===== src/hdl/arpf_map.svh =====
// Constants of the asynchronous receive packet formatter: transaction
// codes, acknowledge codes, field positions and header lengths.
// Assumes nothing; definitions only.
`ifndef ARPF_MAP_SVH
`define ARPF_MAP_SVH

// Transaction codes
`define ARPF_TC_WR_QUAD_REQ   4'h0
`define ARPF_TC_WR_BLOCK_REQ  4'h1
`define ARPF_TC_WR_RESP       4'h2
`define ARPF_TC_RD_QUAD_REQ   4'h4
`define ARPF_TC_RD_BLOCK_REQ  4'h5
`define ARPF_TC_RD_QUAD_RESP  4'h6
`define ARPF_TC_RD_BLOCK_RESP 4'h7
`define ARPF_TC_CONFIRM       4'h8
`define ARPF_TC_LOCK_REQ      4'h9
`define ARPF_TC_LOCK_RESP     4'hB
`define ARPF_TC_SELFID_PHY    4'hE

// Acknowledge codes
`define ARPF_ACK_COMPLETE     4'h1
`define ARPF_ACK_PENDING      4'h2
`define ARPF_ACK_DATA_ERROR   4'hD

// Field positions
`define ARPF_TC_LSB           4
`define ARPF_TL_LSB           10
`define ARPF_LEN_LSB          16
`define ARPF_STAT_SPD_LSB     16
`define ARPF_STAT_U_BIT       15

// Header quadlets passed to the queue per format
`define ARPF_HDR_NODATA       3'h3
`define ARPF_HDR_QUAD         3'h4
`define ARPF_HDR_BLOCK        3'h4

`endif


===== src/hdl/arpf_pkg.sv =====
// Types of the asynchronous receive packet formatter.
// Assumes arpf_map.svh is on the include path.
`include "arpf_map.svh"

package arpf_pkg;

   typedef enum logic [2:0] {
      ARPF_ST_IDLE = 3'b000,
      ARPF_ST_HDR  = 3'b001,
      ARPF_ST_DATA = 3'b010,
      ARPF_ST_SID  = 3'b011,
      ARPF_ST_STAT = 3'b100
   } arpf_state_e;

   typedef enum logic [1:0] {
      ARPF_FMT_NODATA = 2'b00,
      ARPF_FMT_QUAD   = 2'b01,
      ARPF_FMT_BLOCK  = 2'b10,
      ARPF_FMT_SELF   = 2'b11
   } arpf_fmt_e;

   typedef struct packed {
      arpf_state_e state;
      arpf_fmt_e   fmt;
      logic [3:0]  tcode;
      logic [2:0]  hcount;
      logic [15:0] dcount;
      logic [15:0] len;
      logic        mism;
      logic [2:0]  spd;
      logic        u;
      logic [3:0]  ack;
      logic        q_valid;
      logic [31:0] q_data;
   } arpf_reg_s;

endpackage


===== src/hdl/arpf_rx_formatter.sv =====
// Asynchronous receive packet formatter: turns received packets and
// transmit confirmations into quadlet sequences for the receive queue.
// Assumes the bus front end strips CRC quadlets and flags data CRC and
// alignment at the last quadlet; all inputs are synchronous to CLOCK.
//
// Overview of operation
// [RULE1] Classify packets by transaction code into formats
// [RULE2] Self-ID/PHY data gets header with code E
// [RULE3] Transmit outcome becomes confirmation with code 8
// [RULE4] Destination ID bus and node parts kept
// [RULE5] Transaction label passed through unchanged
// [RULE6] Retry code field passed in two bits
// [RULE7] Priority field carried as received
// [RULE8] Source ID holds the sender's node ID
// [RULE9] Destination offset high and low delivered together
// [RULE10] Response code delivered in its field
// [RULE11] Single data quadlet placed in quadlet field
// [RULE12] Data length gives payload size in bytes
// [RULE13] Extended code delivered for lock operations
// [RULE14] Zero length block writes no data quadlets
// [RULE15] First payload byte in top byte
// [RULE16] Zero pad last quadlet of odd lengths
// [RULE17] Unsolicited bit set only for unsolicited responses
// [RULE18] Status holds acknowledge code returned to sender
// [RULE19] Unacknowledged packets still get would-be code
// [RULE20] First quadlet holds destination ID and header
// [RULE21] Every packet ends with reception status quadlet
// [RULE22] Complete is 0001, pending is 0010
// [RULE23] CRC or length failure gives code 1101; code gives it only for block packets and self-ID CRC failures
// [RULE24] Quadlets queued in order, never interleaved
`timescale 1ns/1ps

module arpf_rx_formatter
   import arpf_pkg::*;
(
   input  wire logic        CLOCK,
   input  wire logic        RST_N,
   input  wire logic        RX_VALID,
   output logic             RX_READY,
   input  wire logic [31:0] RX_DATA,
   input  wire logic        RX_SOP,
   input  wire logic        RX_EOP,
   input  wire logic        RX_SELFID,
   input  wire logic [2:0]  RX_SPEED,
   input  wire logic        RX_DATA_OK,
   input  wire logic        RX_UNSOLICITED,
   input  wire logic [3:0]  HANDSHAKE_REPLY_CODE,
   input  wire logic        CONF_VALID,
   output logic             CONF_READY,
   input  wire logic [5:0]  CONF_TLABEL,
   input  wire logic [3:0]  CONF_STATUS,
   output logic             Q_VALID,
   output logic      [31:0] Q_DATA,
   input  wire logic        Q_READY
);

   arpf_reg_s   st_r;
   arpf_reg_s   st_nxt;
   logic        out_free;
   logic        rx_acc;
   logic        end_pkt;
   logic [3:0]  end_tc;
   logic [16:0] len_p3;
   logic [15:0] need_q;
   logic [15:0] rem_bytes;
   logic [2:0]  pad_n;
   logic [31:0] pad_data;

   function automatic arpf_fmt_e classify(input logic [3:0] tc);
      case (tc)
         `ARPF_TC_RD_QUAD_REQ,
         `ARPF_TC_WR_RESP:       classify = ARPF_FMT_NODATA;
         `ARPF_TC_WR_QUAD_REQ,
         `ARPF_TC_RD_QUAD_RESP,
         `ARPF_TC_RD_BLOCK_REQ:  classify = ARPF_FMT_QUAD;
         `ARPF_TC_WR_BLOCK_REQ,
         `ARPF_TC_RD_BLOCK_RESP,
         `ARPF_TC_LOCK_REQ,
         `ARPF_TC_LOCK_RESP:     classify = ARPF_FMT_BLOCK;
         // Unknown codes carry no payload we could frame safely
         default:                classify = ARPF_FMT_NODATA;
      endcase
   endfunction

   function automatic logic is_resp(input logic [3:0] tc);
      is_resp = (tc == `ARPF_TC_WR_RESP) || (tc == `ARPF_TC_RD_QUAD_RESP) ||
                (tc == `ARPF_TC_RD_BLOCK_RESP) ||
                (tc == `ARPF_TC_LOCK_RESP);
   endfunction

   function automatic logic [2:0] hdr_len(input arpf_fmt_e f);
      case (f)
         ARPF_FMT_QUAD:  hdr_len = `ARPF_HDR_QUAD;
         ARPF_FMT_BLOCK: hdr_len = `ARPF_HDR_BLOCK;
         default:        hdr_len = `ARPF_HDR_NODATA;
      endcase
   endfunction

   // Register stage drains freely or when the queue takes the word
   assign out_free   = !st_r.q_valid || Q_READY;
   assign RX_READY   = out_free &&
                       ((st_r.state == ARPF_ST_HDR) ||
                        (st_r.state == ARPF_ST_DATA) ||
                        (st_r.state == ARPF_ST_SID) ||
                        ((st_r.state == ARPF_ST_IDLE) && !RX_SELFID));
   // Confirmations wait for a gap so packets are never interleaved
   assign CONF_READY = out_free && (st_r.state == ARPF_ST_IDLE) &&
                       !RX_VALID;                              // [RULE24]
   assign rx_acc     = RX_VALID && RX_READY;
   assign Q_VALID    = st_r.q_valid;
   assign Q_DATA     = st_r.q_data;

   assign len_p3    = {1'b0, st_r.len} + 17'h0_0003;
   assign need_q    = {2'b00, len_p3[15:2]} | {1'b0, len_p3[16], 14'h0000};
   assign rem_bytes = st_r.len - {st_r.dcount[13:0], 2'b00};
   assign pad_n     = (rem_bytes >= 16'h0004) ? 3'h4 : rem_bytes[2:0];

   arpf_pad u_pad (
      .din    (RX_DATA),
      .nbytes (pad_n),
      .dout   (pad_data)
   );

   always_comb begin
      st_nxt         = st_r;
      end_pkt        = 1'b0;
      end_tc         = st_r.tcode;
      st_nxt.q_valid = st_r.q_valid && !Q_READY;
      case (st_r.state)
         ARPF_ST_IDLE: begin
            if (CONF_VALID && CONF_READY) begin
               st_nxt.q_valid = 1'b1;
               st_nxt.q_data  = {16'h0000, CONF_TLABEL, 2'b00,
                                 `ARPF_TC_CONFIRM, 4'h0};      // [RULE3]
               st_nxt.ack     = CONF_STATUS;
               st_nxt.u       = 1'b0;
               st_nxt.spd     = 3'h0;
               st_nxt.state   = ARPF_ST_STAT;
            end else if (RX_VALID && RX_SELFID && out_free) begin
               st_nxt.q_valid = 1'b1;
               st_nxt.q_data  = {24'h00_0000, `ARPF_TC_SELFID_PHY,
                                 4'h0};                        // [RULE2]
               st_nxt.fmt     = ARPF_FMT_SELF;
               st_nxt.tcode   = `ARPF_TC_SELFID_PHY;
               st_nxt.spd     = RX_SPEED;
               st_nxt.state   = ARPF_ST_SID;
            end else if (rx_acc && RX_SOP) begin
               // Header layout of the wire matches the queue layout
               st_nxt.q_valid = 1'b1;
               st_nxt.q_data  = RX_DATA;        // [RULE20] [RULE4] [RULE5]
               st_nxt.fmt     = classify(RX_DATA[`ARPF_TC_LSB +: 4]);
               st_nxt.tcode   = RX_DATA[`ARPF_TC_LSB +: 4];    // [RULE1]
               st_nxt.hcount  = 3'h1;
               st_nxt.dcount  = 16'h0000;
               st_nxt.len     = 16'h0000;
               st_nxt.mism    = 1'b0;
               st_nxt.spd     = RX_SPEED;
               st_nxt.state   = ARPF_ST_HDR;
               end_tc         = RX_DATA[`ARPF_TC_LSB +: 4];
               if (RX_EOP) begin
                  end_pkt     = 1'b1;
                  st_nxt.mism = (st_nxt.fmt == ARPF_FMT_BLOCK);
               end
            end
         end
         ARPF_ST_HDR: begin
            if (rx_acc) begin
               if (st_r.hcount < hdr_len(st_r.fmt)) begin
                  // Source ID, offsets, rCode, quadlet data, length and
                  // extended code all keep their received positions
                  st_nxt.q_valid = 1'b1;
                  st_nxt.q_data  = RX_DATA; // [RULE6] [RULE7] [RULE8] [RULE9]
                  st_nxt.hcount  = st_r.hcount + 3'h1; // [RULE10] [RULE11]
                  if ((st_r.fmt == ARPF_FMT_BLOCK) && (st_r.hcount == 3'h3))
                  begin
                     st_nxt.len   = RX_DATA[`ARPF_LEN_LSB +: 16]; // [RULE12]
                     st_nxt.state = ARPF_ST_DATA;             // [RULE13]
                  end
               end
               if (RX_EOP) begin
                  end_pkt     = 1'b1;
                  st_nxt.mism = (st_r.fmt == ARPF_FMT_BLOCK) &&
                                !((st_r.hcount == 3'h3) &&
                                  (RX_DATA[`ARPF_LEN_LSB +: 16] ==
                                   16'h0000));
               end
            end
         end
         ARPF_ST_DATA: begin
            if (rx_acc) begin
               if (st_r.dcount < need_q) begin
                  st_nxt.q_valid = 1'b1;
                  st_nxt.q_data  = pad_data;          // [RULE15] [RULE16]
                  st_nxt.dcount  = st_r.dcount + 16'h0001;
               end else begin
                  st_nxt.mism = 1'b1;                          // [RULE14]
               end
               if (RX_EOP) begin
                  end_pkt = 1'b1;
                  if (st_nxt.dcount != need_q) begin
                     st_nxt.mism = 1'b1;
                  end
               end
            end
         end
         ARPF_ST_SID: begin
            if (rx_acc) begin
               st_nxt.q_valid = 1'b1;
               st_nxt.q_data  = RX_DATA;
               end_pkt        = RX_EOP;
            end
         end
         ARPF_ST_STAT: begin
            if (out_free) begin
               st_nxt.q_valid = 1'b1;
               st_nxt.q_data  = {13'h0000, st_r.spd, st_r.u, 11'h000,
                                 st_r.ack};                    // [RULE21]
               st_nxt.state   = ARPF_ST_IDLE;
            end
         end
         default: begin
            st_nxt.state = ARPF_ST_IDLE;
         end
      endcase
      if (end_pkt) begin
         st_nxt.state = ARPF_ST_STAT;
         st_nxt.u     = RX_UNSOLICITED && is_resp(end_tc);     // [RULE17]
         if (st_r.fmt == ARPF_FMT_SELF && st_r.state == ARPF_ST_SID) begin
            st_nxt.ack = RX_DATA_OK ? `ARPF_ACK_COMPLETE
                                    : `ARPF_ACK_DATA_ERROR;   // [RULE22]
         end else if ((st_nxt.fmt == ARPF_FMT_BLOCK) &&
                      (st_nxt.mism || !RX_DATA_OK)) begin
            st_nxt.ack = `ARPF_ACK_DATA_ERROR;                 // [RULE23]
         end else begin
            // Broadcasts get the code the link would have returned
            st_nxt.ack = HANDSHAKE_REPLY_CODE;       // [RULE18] [RULE19]
         end
      end
   end

   always_ff @(posedge CLOCK or negedge RST_N) begin
      if (!RST_N) begin
         st_r <= '0;
      end else begin
         st_r <= st_nxt;
      end
   end
endmodule // arpf_rx_formatter


===== src/hdl/arpf_pad.sv =====
// Zero fill of the unused low bytes of a block data quadlet.
// Assumes the first payload byte already sits in bits 31:24.
`timescale 1ns/1ps

module arpf_pad
   import arpf_pkg::*;
(
   input  wire logic [31:0] din,
   input  wire logic [2:0]  nbytes,
   output logic      [31:0] dout
);

   always_comb begin
      case (nbytes)
         3'h1:    dout = {din[31:24], 24'h00_0000};
         3'h2:    dout = {din[31:16], 16'h0000};
         3'h3:    dout = {din[31:8], 8'h00};
         default: dout = din;
      endcase
   end

endmodule // arpf_pad


===== config.mk =====
export PLATFORM = sky130hd
export DESIGN_NAME = arpf_rx_formatter
export DESIGN_NICKNAME = d
export VERILOG_FILES = /design/src/hdl/arpf_pkg.sv /design/src/hdl/arpf_rx_formatter.sv /design/src/hdl/arpf_pad.sv
export VERILOG_INCLUDE_DIRS = /design/src /design/src/hdl
export SDC_FILE = /design/constraint.sdc
export NUM_CORES = 1
export LEC_CHECK = 0
export BUFFER_PORTS_ARGS = -buffer_cell sky130_fd_sc_hd__buf_4
export CAP_MARGIN = 25
export CORE_ASPECT_RATIO = 1.25
export CORE_MARGIN = 5
export CORE_UTILIZATION = 50
export CTS_CLUSTER_DIAMETER = 40
export DETAILED_ROUTE_END_ITERATION = 10
export HOLD_SLACK_MARGIN = 0.06
export PLACE_DENSITY = 0.71
export SETUP_SLACK_MARGIN = 0.5
export SYNTH_ARGS = -nofsm -noshare
export SYNTH_HDL_FRONTEND = slang
export SYNTH_SLANG_ARGS = --single-unit

===== constraint.sdc =====
create_clock -name CLOCK -period 5.95 [get_ports CLOCK]
set_input_delay 1.785 -clock CLOCK [delete_from_list [all_inputs] [get_ports CLOCK]]
set_output_delay 1.785 -clock CLOCK [all_outputs]
set_load 0.01 [all_outputs]

After elaboration in Yosys (flattened, before gate mapping)
Memory sizes are Yosys's and may differ from the RTL's.
Index checks and enable logic that the tools add are counted.
{ "totals": {"ff_bits": 86, "mem_bits_ro": 32, "input_bits": 59, "out_inout_bits": 35, "elab_cells": 176, "n_memories": 1} }
{ "op_classes": {"addsub": 4, "n_lt_le_gt_ge": 3, "n_eq_ne": 35, "mux": 69, "bitwise": 2, "reduce_logical": 50} }
{ "memory_table": {"columns": ["name", "depth", "width", "read_ports", "rd_ports_with_merged_regs", "write_ports", "line_no", "source"], "rows": [
  ["(name not given)", 16, 2, 1, 0, 0, "arpf_rx_formatter.sv:70", "case (tc)"]
]} }
{ "op_table": {"columns": ["op", "n"], "rows": [
  ["$mux 33", 9],
  ["$pmux 33 s5", 1],
  ["$mux 16", 6],
  ["$pmux 24 s3", 1],
  ["$pmux 16 s2", 2],
  ["$mux 48", 1],
  ["$mux 3", 14],
  ["$mux 42", 1],
  ["$mux 36", 1],
  ["$mux 4", 7],
  ["$add 16x2->17 const B", 1],
  ["$mux 17", 1],
  ["$add 16x1->16 const B", 1],
  ["$ge 16x3->1 const B", 1],
  ["$logic_and 1x1->1", 16],
  ["$logic_not 16->1", 1],
  ["$lt 16x15->1", 1],
  ["$ne 16x15->1", 1],
  ["$sub 16x16->16", 1],
  ["$eq 3x2->1 const B", 5],
  ["$mux 5", 3],
  ["$or 14x15->15", 1],
  ["$mux 1", 12],
  ["$ne 2x2->1 const B", 6],
  ["other kinds (34)", 69]
]} }

Logic depth before layout (Yosys ltp)
Gate-level depths: netlist of the first run.
{ "depth": {"depth_word": 22, "ltp_mapped": 17, "mapped_depth_nobuf": 15} }

Cells and area by module
Synthesis of the first run repeated with hierarchy kept, for this count alone.
{ "hier_totals": {"cells_unflattened": 812, "hier_area_um2": 6817.8} }
{ "by_module_without_submodules": {"columns": ["module", "n_inst", "cells_each", "area_per_inst_um2", "seq_area_each_um2"], "rows": [
  ["arpf_rx_formatter", 1, 776, 6551.3, 2152.1],
  ["arpf_pad", 1, 36, 266.5, 0.0]
]} }

Worst setup path before layout of the first run
OpenSTA, ideal clock, no wires.
{ "synth_path": {"kind": "input to output", "startpoint": "in Q_READY", "endpoint": "out RX_READY", "t_arrival_ps": 2422, "required_ps": 4165, "path_slack_ps": 1743, "stages": 3, "path_buffers": 1, "cell_sequence": "nor2b_1 clkbuf_1 a211oi_1"} }
{ "synth_via": {"elab_chain_len": 2} }
{ "synth_rtl": {"columns": ["item", "line_no", "source"], "rows": [
  ["start, declared", "arpf_rx_formatter.sv:54", "input wire logic Q_READY"],
  ["$logic_or 1x1->1", "arpf_rx_formatter.sv:100", "assign out_free = !st_r.q_valid || Q_READY;"],
  ["$logic_and 1x1->1", "arpf_rx_formatter.sv:101", "assign RX_READY = out_free &&"],
  ["end, declared", "arpf_rx_formatter.sv:39", "output logic RX_READY,"]
]} }
No other way between the ends.

Final worst setup path of the first run
{ "layout_path": {"startpoint": "reg st_r[42] (netlist bit)", "endpoint": "reg st_r[33] (netlist bit)"} }
{ "layout_via": {"elab_chain_len": 16} }
{ "layout_rtl": {"columns": ["item", "line_no", "source"], "rows": [
  ["start, declared", "arpf_rx_formatter.sv:57", "arpf_reg_s st_r;"],
  ["start signal, assigned", "arpf_rx_formatter.sv:245", "st_r <= st_nxt;"],
  ["$add 16x2->17 *", "arpf_rx_formatter.sv:113", "assign len_p3 = {1'b0, st_r.len} + 17'h0_0003;"],
  ["$or 14x15->15 *", "arpf_rx_formatter.sv:114", "assign need_q = {2'b00, len_p3[15:2]} | {1'b0, len_p3[16], 14'h0000};"],
  ["$lt 16x15->1", "arpf_rx_formatter.sv:191", "if (st_r.dcount < need_q) begin"],
  ["$mux 16", "arpf_rx_formatter.sv:191", null],
  ["$mux 16", "arpf_rx_formatter.sv:190", "if (rx_acc) begin"],
  ["$mux 16", "arpf_rx_formatter.sv:129", "case (st_r.state)"],
  ["$ne 16x15->1", "arpf_rx_formatter.sv:200", "if (st_nxt.dcount != need_q) begin"],
  ["$mux 1", "arpf_rx_formatter.sv:200", null],
  ["$mux 1 *", "arpf_rx_formatter.sv:198", "if (RX_EOP) begin"],
  ["$mux 1 *", "arpf_rx_formatter.sv:190", null],
  ["$pmux 1 s3 *", "arpf_rx_formatter.sv:129", null],
  ["$logic_or 1x1->1 *", "arpf_rx_formatter.sv:232", "(st_nxt.mism || !RX_DATA_OK)) begin"],
  ["$logic_and 1x1->1 *", "arpf_rx_formatter.sv:231", "end else if ((st_nxt.fmt == ARPF_FMT_BLOCK) &&"],
  ["$mux 4 *", "arpf_rx_formatter.sv:231", null],
  ["$mux 4 *", "arpf_rx_formatter.sv:228", "if (st_r.fmt == ARPF_FMT_SELF && st_r.state == ARPF_ST_SID) begin"],
  ["$mux 5 *", "arpf_rx_formatter.sv:225", "if (end_pkt) begin"]
]} }
Every way passes the cells marked *; elsewhere a longest branch is shown, timed or not. The select of a mux whose other input is x is not followed.
A chain may end at the register's enable or synchronous reset.

==> metrics.yaml, run 1 <==
status: "finished clean"
pre_cts_ws_ps: 972
wl_met1_um: 7240
cts.htree.levels: 3
grt_pass1_wl_um: 30200
dr_wl_met2_um: 9410
cts_buffers: 9
p_leak_uw: 0.00331
synth_ff_type: "dfrtp_1"
peakVddDrop_v: 0.000221
ant_nets: 0
wl_per_cell_um: 19.1
dp_hpwl_um: 14000
post_cts_resized: 0
netlist_area_um2: 6440
path_clk_slew_ps: 70
crit_fanout: 12
critPathArrivalTime_ps: 5160
antenna_found_initial: 0
cap_violations: 0
rr_worst_depth: 14
path_common_cell: "nor4_2"
r2r-end: "st_r[33]"
critPathSlowestCell: "nor3_2"
cts_root_buffer: "clkbuf_16"
firstDrtPassIters: 5
ctsHoldBuffers: 0
wl_met3_um: 1010
power.density_nw_per_um2: 455
cpPeakStageDelay_ps: 680
path_cells: "o211ai_2 -> nor4_2 -> nand3_1 -> xor2_1 -> ha_1 -> a211oi_1 -> a21oi_1 -> nor3_2 -> o311ai_0 -> o32ai_2 -> nand4_1 -> nor4_2 -> nor3_1 -> o32a_1"
final_layout_size_suffix_gt1_frac: 0.166
synth_enable_flop_cells: 0
hold_violations: 0
io_buffers: 93
start_util: 0.508
setup_viol: 0
crit_type: "register to register"
grt_max_degree: 47
std_cell_rows: 46
tns_ps: 0
cp.depth: 14
ys_seq_area_frac: 0.334
coreArea_um2: 12700
whs_endpoint: "st_r[77]"
ioPinCount: 94
routed.top_layer: "met4"
reg2reg_setup_slack_ps: 1020
viasPerCell: 6.12
startpoint_type: "register"
cts_sinks: 86
layout_common_cells: "buf_4 (96), dfrtp_1 (86), nand2_1 (81)"
num_vias: 5891
endpoint_kind: "register"
final_max_slew_viol_count: 0
nets: 886
grt_pass1_vias: 5998
synth_seq_cells: 86
ys_warn_count: 0
cts_setup_buffers: 0
synth_cells: 742
synth_fp_nets: 839
clockBufferDepth: 2
die-height_um: 137
wirelength_um: 18400
grt_setup_unrepaired: "no"
globalplace.congestion: 0.983
post-route-drc-count: 0
finalCriticalPeriod_ps: 4930
slew_headroom: 0.331
clock_latency_ps: 350
cts_tree: "done"
crit_family: "simple AND/OR/NAND/NOR gates"
placed_cell_area_um2: 7010
worstPathRequired_ps: 6180
yosys.cell_types.count: 72
syn_avg_cell_area_um2: 8.68
first_iter_violations: 449
cp.buffers_inverters: 0
hold_class: "register to register"
fill_cells: 1163
reg2reg_from: "st_r[42]"
antennaDiodeCount: 0
final_common_cell: "buf_4"
async_reset_ff_frac: 1.00
fmax_ghz: 0.203
fin_crit_sh: 0.828
hp-start: "st_r[77]"
whs_path_depth: 2
syn2layout_area_growth_pct: 13.7
final_cell_area_um2: 7320
die_w_um: 111
die-area_um2: 15300
overflow: 0
grt_usage: 0.244
tightest_slew_ps: 992
finalWorstSetupSlack_ps: 1020
clock_skew_ps: 7.99
## tightest hold or removal path, stage by stage (launching register included)
cell	delay [ps]
dfrtp_1	340
nand2_1	40
o21ai_0	60
## stage by stage
step | std cells | util | total power (uW) | hold slack [ps]
after detailed placement | 946 | 0.553 | 2700 | 470
after global routing | 962 | 0.578 | 3560 | 526
after floorplan | 742 | - | 2280 | 450
after CTS | 962 | 0.578 | 3320 | 485
final | 962 | 0.578 | 3330 | 484
after global placement | 945 | 0.552 | 2630 | 464
## kinds of logic (layout without fill, tap and decap cells)
family / count (synthesis) / count (layout) / synth area share
adder cells (fa/ha/maj): 38 / 38 / 0.0750
buffers and inverters: 93 / 145 / 0.0772
AO/OA/AOI/OAI: 210 / 210 / 0.226
multiplexers: 12 / 12 / 0.0189
XOR/XNOR: 42 / 42 / 0.0616
flip-flops: 86 / 86 / 0.334
AND/OR/NAND/NOR: 261 / 261 / 0.207
## synthesized netlist by cell type, types with 7 or more instances
cell type	count	share of area
a22o_1	28	0.038
xor2_1	10	0.014
o31ai_1	8	0.0093
nand4_1	17	0.017
and2_1	8	0.0078
xnor2_1	29	0.039
nand3_1	14	0.011
a31oi_1	7	0.0068
dfrtp_1	86	0.33
nand2_1	81	0.047
ha_1	37	0.072
nand2b_1	9	0.0087
a21oi_1	30	0.023
a221o_1	7	0.011
buf_4	33	0.038
inv_1	32	0.019
nor2_1	58	0.034
and3_1	7	0.0068
a21o_1	11	0.013
or3_1	12	0.012
o21ai_0	66	0.051
clkbuf_1	22	0.013
mux2i_1	11	0.017
nor3_1	23	0.018
o21a_1	8	0.0093
## state kept, by name, indices dropped and copies added (netlist names)
| signal | cells |
|---|---|
| Q_DATA | 32 |
| st_r | 53 |
| Q_VALID | 1 |
## worst max path at each step
stage | from | end | slack [ps]
2_1_floorplan | Q_READY | RX_READY | 1740
3_3_place_gp | Q_READY | st_r[33] | 1180
3_5_place_dp | Q_READY | st_r[33] | 970
4_1_cts | st_r[42] | st_r[33] | 1050
5_1_grt | st_r[42] | st_r[33] | 720
6_report | st_r[42] | st_r[33] | 1020
## layout make-up
cell class | count | area [um^2] | share of cell area
clock buffer | 10 | 239 | 0.0326
sequential | 86 | 2150 | 0.294
clock inverter | 6 | 75.1 | 0.0103
timing repair buffer | 97 | 736 | 0.100
tap | 168 | 210 | 0.0287
multi-input combinational | 563 | 3790 | 0.518
inverter | 32 | 120 | 0.0164
## power breakdown
| part | switching, uW | total [uW] | internal, uW |
|---|---|---|---|
| Combinational | 1070 | 1820 | 746 |
| Sequential | 167 | 914 | 748 |
| Clock | 259 | 603 | 345 |
| Total | 1500 | 3330 | 1840 |
## routing by layer
metal  track usage  vias up
met3        0.0433       55
met1         0.285     2830
met4         0.108        0
li1              -     2768
met5             0        -
met2         0.439      238
No activity file was read; power rests on OpenSTA's default activity.
==> run 2: changes to the inputs <==
==> constraint.sdc (replaced) <==
create_clock -name CLOCK -period 4.6 [get_ports CLOCK]
set_input_delay 1.38 -clock CLOCK [delete_from_list [all_inputs] [get_ports CLOCK]]
set_output_delay 1.38 -clock CLOCK [all_outputs]
set_load 0.01 [all_outputs]
==> run 2 against run 1 <==
  * Clock skew up 1.7 ps
  * Setup slack lost 660 ps
  * Sequential power is 28% higher
  * Via count up 1.6%
  * Combinational power is 45% higher
  * Cell count is 3.7% higher
  * Fmax up 16%
  * Wire length is 4.5% higher
  * Sequential cell count stayed put
  * Critical path depth up 1
  * Critical path type unchanged
  * Largest power group unchanged
  * Highest routed layer unchanged
==> metrics.yaml, run 2 (synthesis results as in run 1) <==
status: "finished clean"
multiInputGateArea_um2: 3990  # +5.3%
final_max_slew_viol_count: 0  # unchanged
grt_max_degree: 49  # +4.3%
grt_usage: 0.253  # +0.00953
first_iter_violations: 319  # -29%
fill_cells: 1106  # -4.9%
p_leak_uw: 0.00351  # +5.9%
regMostFlops: "st_r"
cts_tree: "done"
finalNonFillerCells: 998  # +3.7%
tns_ps: 0  # unchanged
wirelength_um: 19200  # +4.5%
globalplace.congestion: 0.889  # -9.6%
nets: 922  # +4.1%
grt_pass1_wl_um: 31100  # +3.0%
ioPinCount: 94  # unchanged
viasPerCell: 6.00  # -2.0%
startpoint: "st_r[42]"
syn2layout_area_growth_pct: 21.2
finalCriticalPeriod_ps: 4240  # -690 ps
antenna_found_initial: 0  # unchanged
fmax_ghz: 0.236  # +16%
grt_pass1_vias: 6223  # +3.8%
rr_worst_depth: 15  # +1
critPathArrivalTime_ps: 4470  # -690 ps
power.density_nw_per_um2: 588  # +29%
std_cell_rows: 46  # unchanged
slew_headroom: 0.384  # +0.0524
crit_fanout: 6  # -6
antennaDiodeCount: 0  # unchanged
whs_path_depth: 2  # unchanged
grt_setup_unrepaired: "yes"
dp_hpwl_um: 14700  # +4.8%
regArea_um2: 2160  # +0.35%
pwr-share-seq: 0.256  # -0.018
cts_buffers: 9  # unchanged
die_w_um: 111  # unchanged
ant_nets: 0  # unchanged
coreArea_um2: 12700  # unchanged
start_util: 0.508  # unchanged
hp-start: "Q_DATA[6]"
wl_per_cell_um: 19.2  # +0.75%
io_buffers: 93  # unchanged
post-route-drc-count: 0  # unchanged
firstDrtPassIters: 5  # unchanged
final_common_cell: "buf_4"
die-height_um: 137  # unchanged
combPwrFrac: 0.573  # +0.028
switching_share: 0.442  # -0.00688
tightest_slew_ps: 921  # -71.6 ps
layout_common_cells: "buf_4 (130), dfrtp_1 (80), nand2_1 (79)"
ctsHoldBuffers: 0  # unchanged
die-area_um2: 15300  # unchanged
reg2reg_from: "st_r[42]"
final_util: 0.616  # +0.0382
fin_crit_sh: 0.921  # +0.0931
hold_violations: 0  # unchanged
num_vias: 5987  # +1.6%
peakVddDrop_v: 0.000284  # +29%
clock_latency_ps: 350  # about the same
path_clk_slew_ps: 70  # about the same
cts_root_buffer: "clkbuf_16"
largest_register_ff_count: 53  # unchanged
cap_violations: 0  # unchanged
endpoint_kind: "register"
setup_viol: 0  # unchanged
final_layout_size_suffix_gt1_frac: 0.243  # +0.0771
cts_sinks: 86  # unchanged
placed_cells: 966  # +2.1%
overflow: 0  # unchanged
pwr-share-clk: 0.171  # -0.010
p_sw_uw: 2030  # +36%
clock_skew_ps: 9.67  # +1.68 ps
crit_type: "register to register"
startpoint_type: "register"
clockBufferDepth: 2  # unchanged
worstPathRequired_ps: 4830  # -1350 ps
hold_class: "register to register"
cts.htree.levels: 3  # unchanged
internal_power_uw: 2560  # +39%
==> run 2: changes by cell type in the layout (fill, tap and decap cells not counted), moves of 3 or more <==
cell,change
o21ai_0,-3
dfrtp_2,+6
dfrtp_1,-6
buf_6,+3
nor3_1,-3
buf_4,+34
==> run 2: stage by stage <==
stage	hold slack, ps	instance area (um^2)	total power, uW	worst slack (ps)
after CTS	493	7580	4460	442
after global placement	466	7150	3520	285
after global routing	529	7800	4910	206
after floorplan	450	6440	2940	503
after detailed placement	477	7150	3610	193
final	487	7800	4590	363
==> run 2: power groups by stage <==
stage	Clock, uW	Combinational (uW)	Sequential [uW]
after global placement	0	2360	1160
after global routing	820	2890	1200
final	785	2630	1170
after floorplan	0	1840	1100
after CTS	793	2500	1160
after detailed placement	0	2430	1170
==> run 2: path summary, 6_finish.rpt <==
path	endpoint	slack (ps)
worst max-delay path	st_r[33]	360
worst min register to register	Q_DATA[6]	490
worst min-delay path	Q_DATA[6]	490
max in group asynchronous	st_r[71]	2790
worst max register to register	st_r[33]	360
min in group asynchronous	Q_DATA[25]	1050
==> run 2: layer usage <==
| metal | wire length [um] | track usage | up-vias |
|---|---|---|---|
| li1 | - | - | 2830 |
| met1 | 7490 | 0.289 | 2909 |
| met2 | 10300 | 0.481 | 210 |
| met3 | 907 | 0.0349 | 38 |
| met4 | 490 | 0.0947 | 0 |
| met5 | 0 | 0 | - |
==> run 2: critical path: stages, from the launching register on <==
cell,delay (ps)
dfrtp_1,420
o211ai_4,330
nor3_2,110
xnor2_1,310
ha_1,320
a211o_1,300
o211ai_1,110
a21oi_2,180
or4_4,610
nor4_4,310
xnor2_1,210
nand4_1,160
nor4_2,180
buf_4,190
nor3_4,50
o32a_1,340
==> run 2: repair_timing <==
| item | CTS | global route |
|---|---|---|
| setup buffers | 6 | 10 |
| gates resized for setup | 18 | 30 |
| endpoints found under the setup margin | 36 | 37 |
| pin swaps | 3 | 20 |
==> run 2: layout make-up <==
class | instances | share of cell area
Multi-Input combinational cell | 563 | 0.511
Sequential cell | 86 | 0.277
Timing Repair Buffer | 133 | 0.129
Clock buffer | 10 | 0.0306
Tap cell | 168 | 0.0269
Inverter | 32 | 0.0154
Clock inverter | 6 | 0.00978
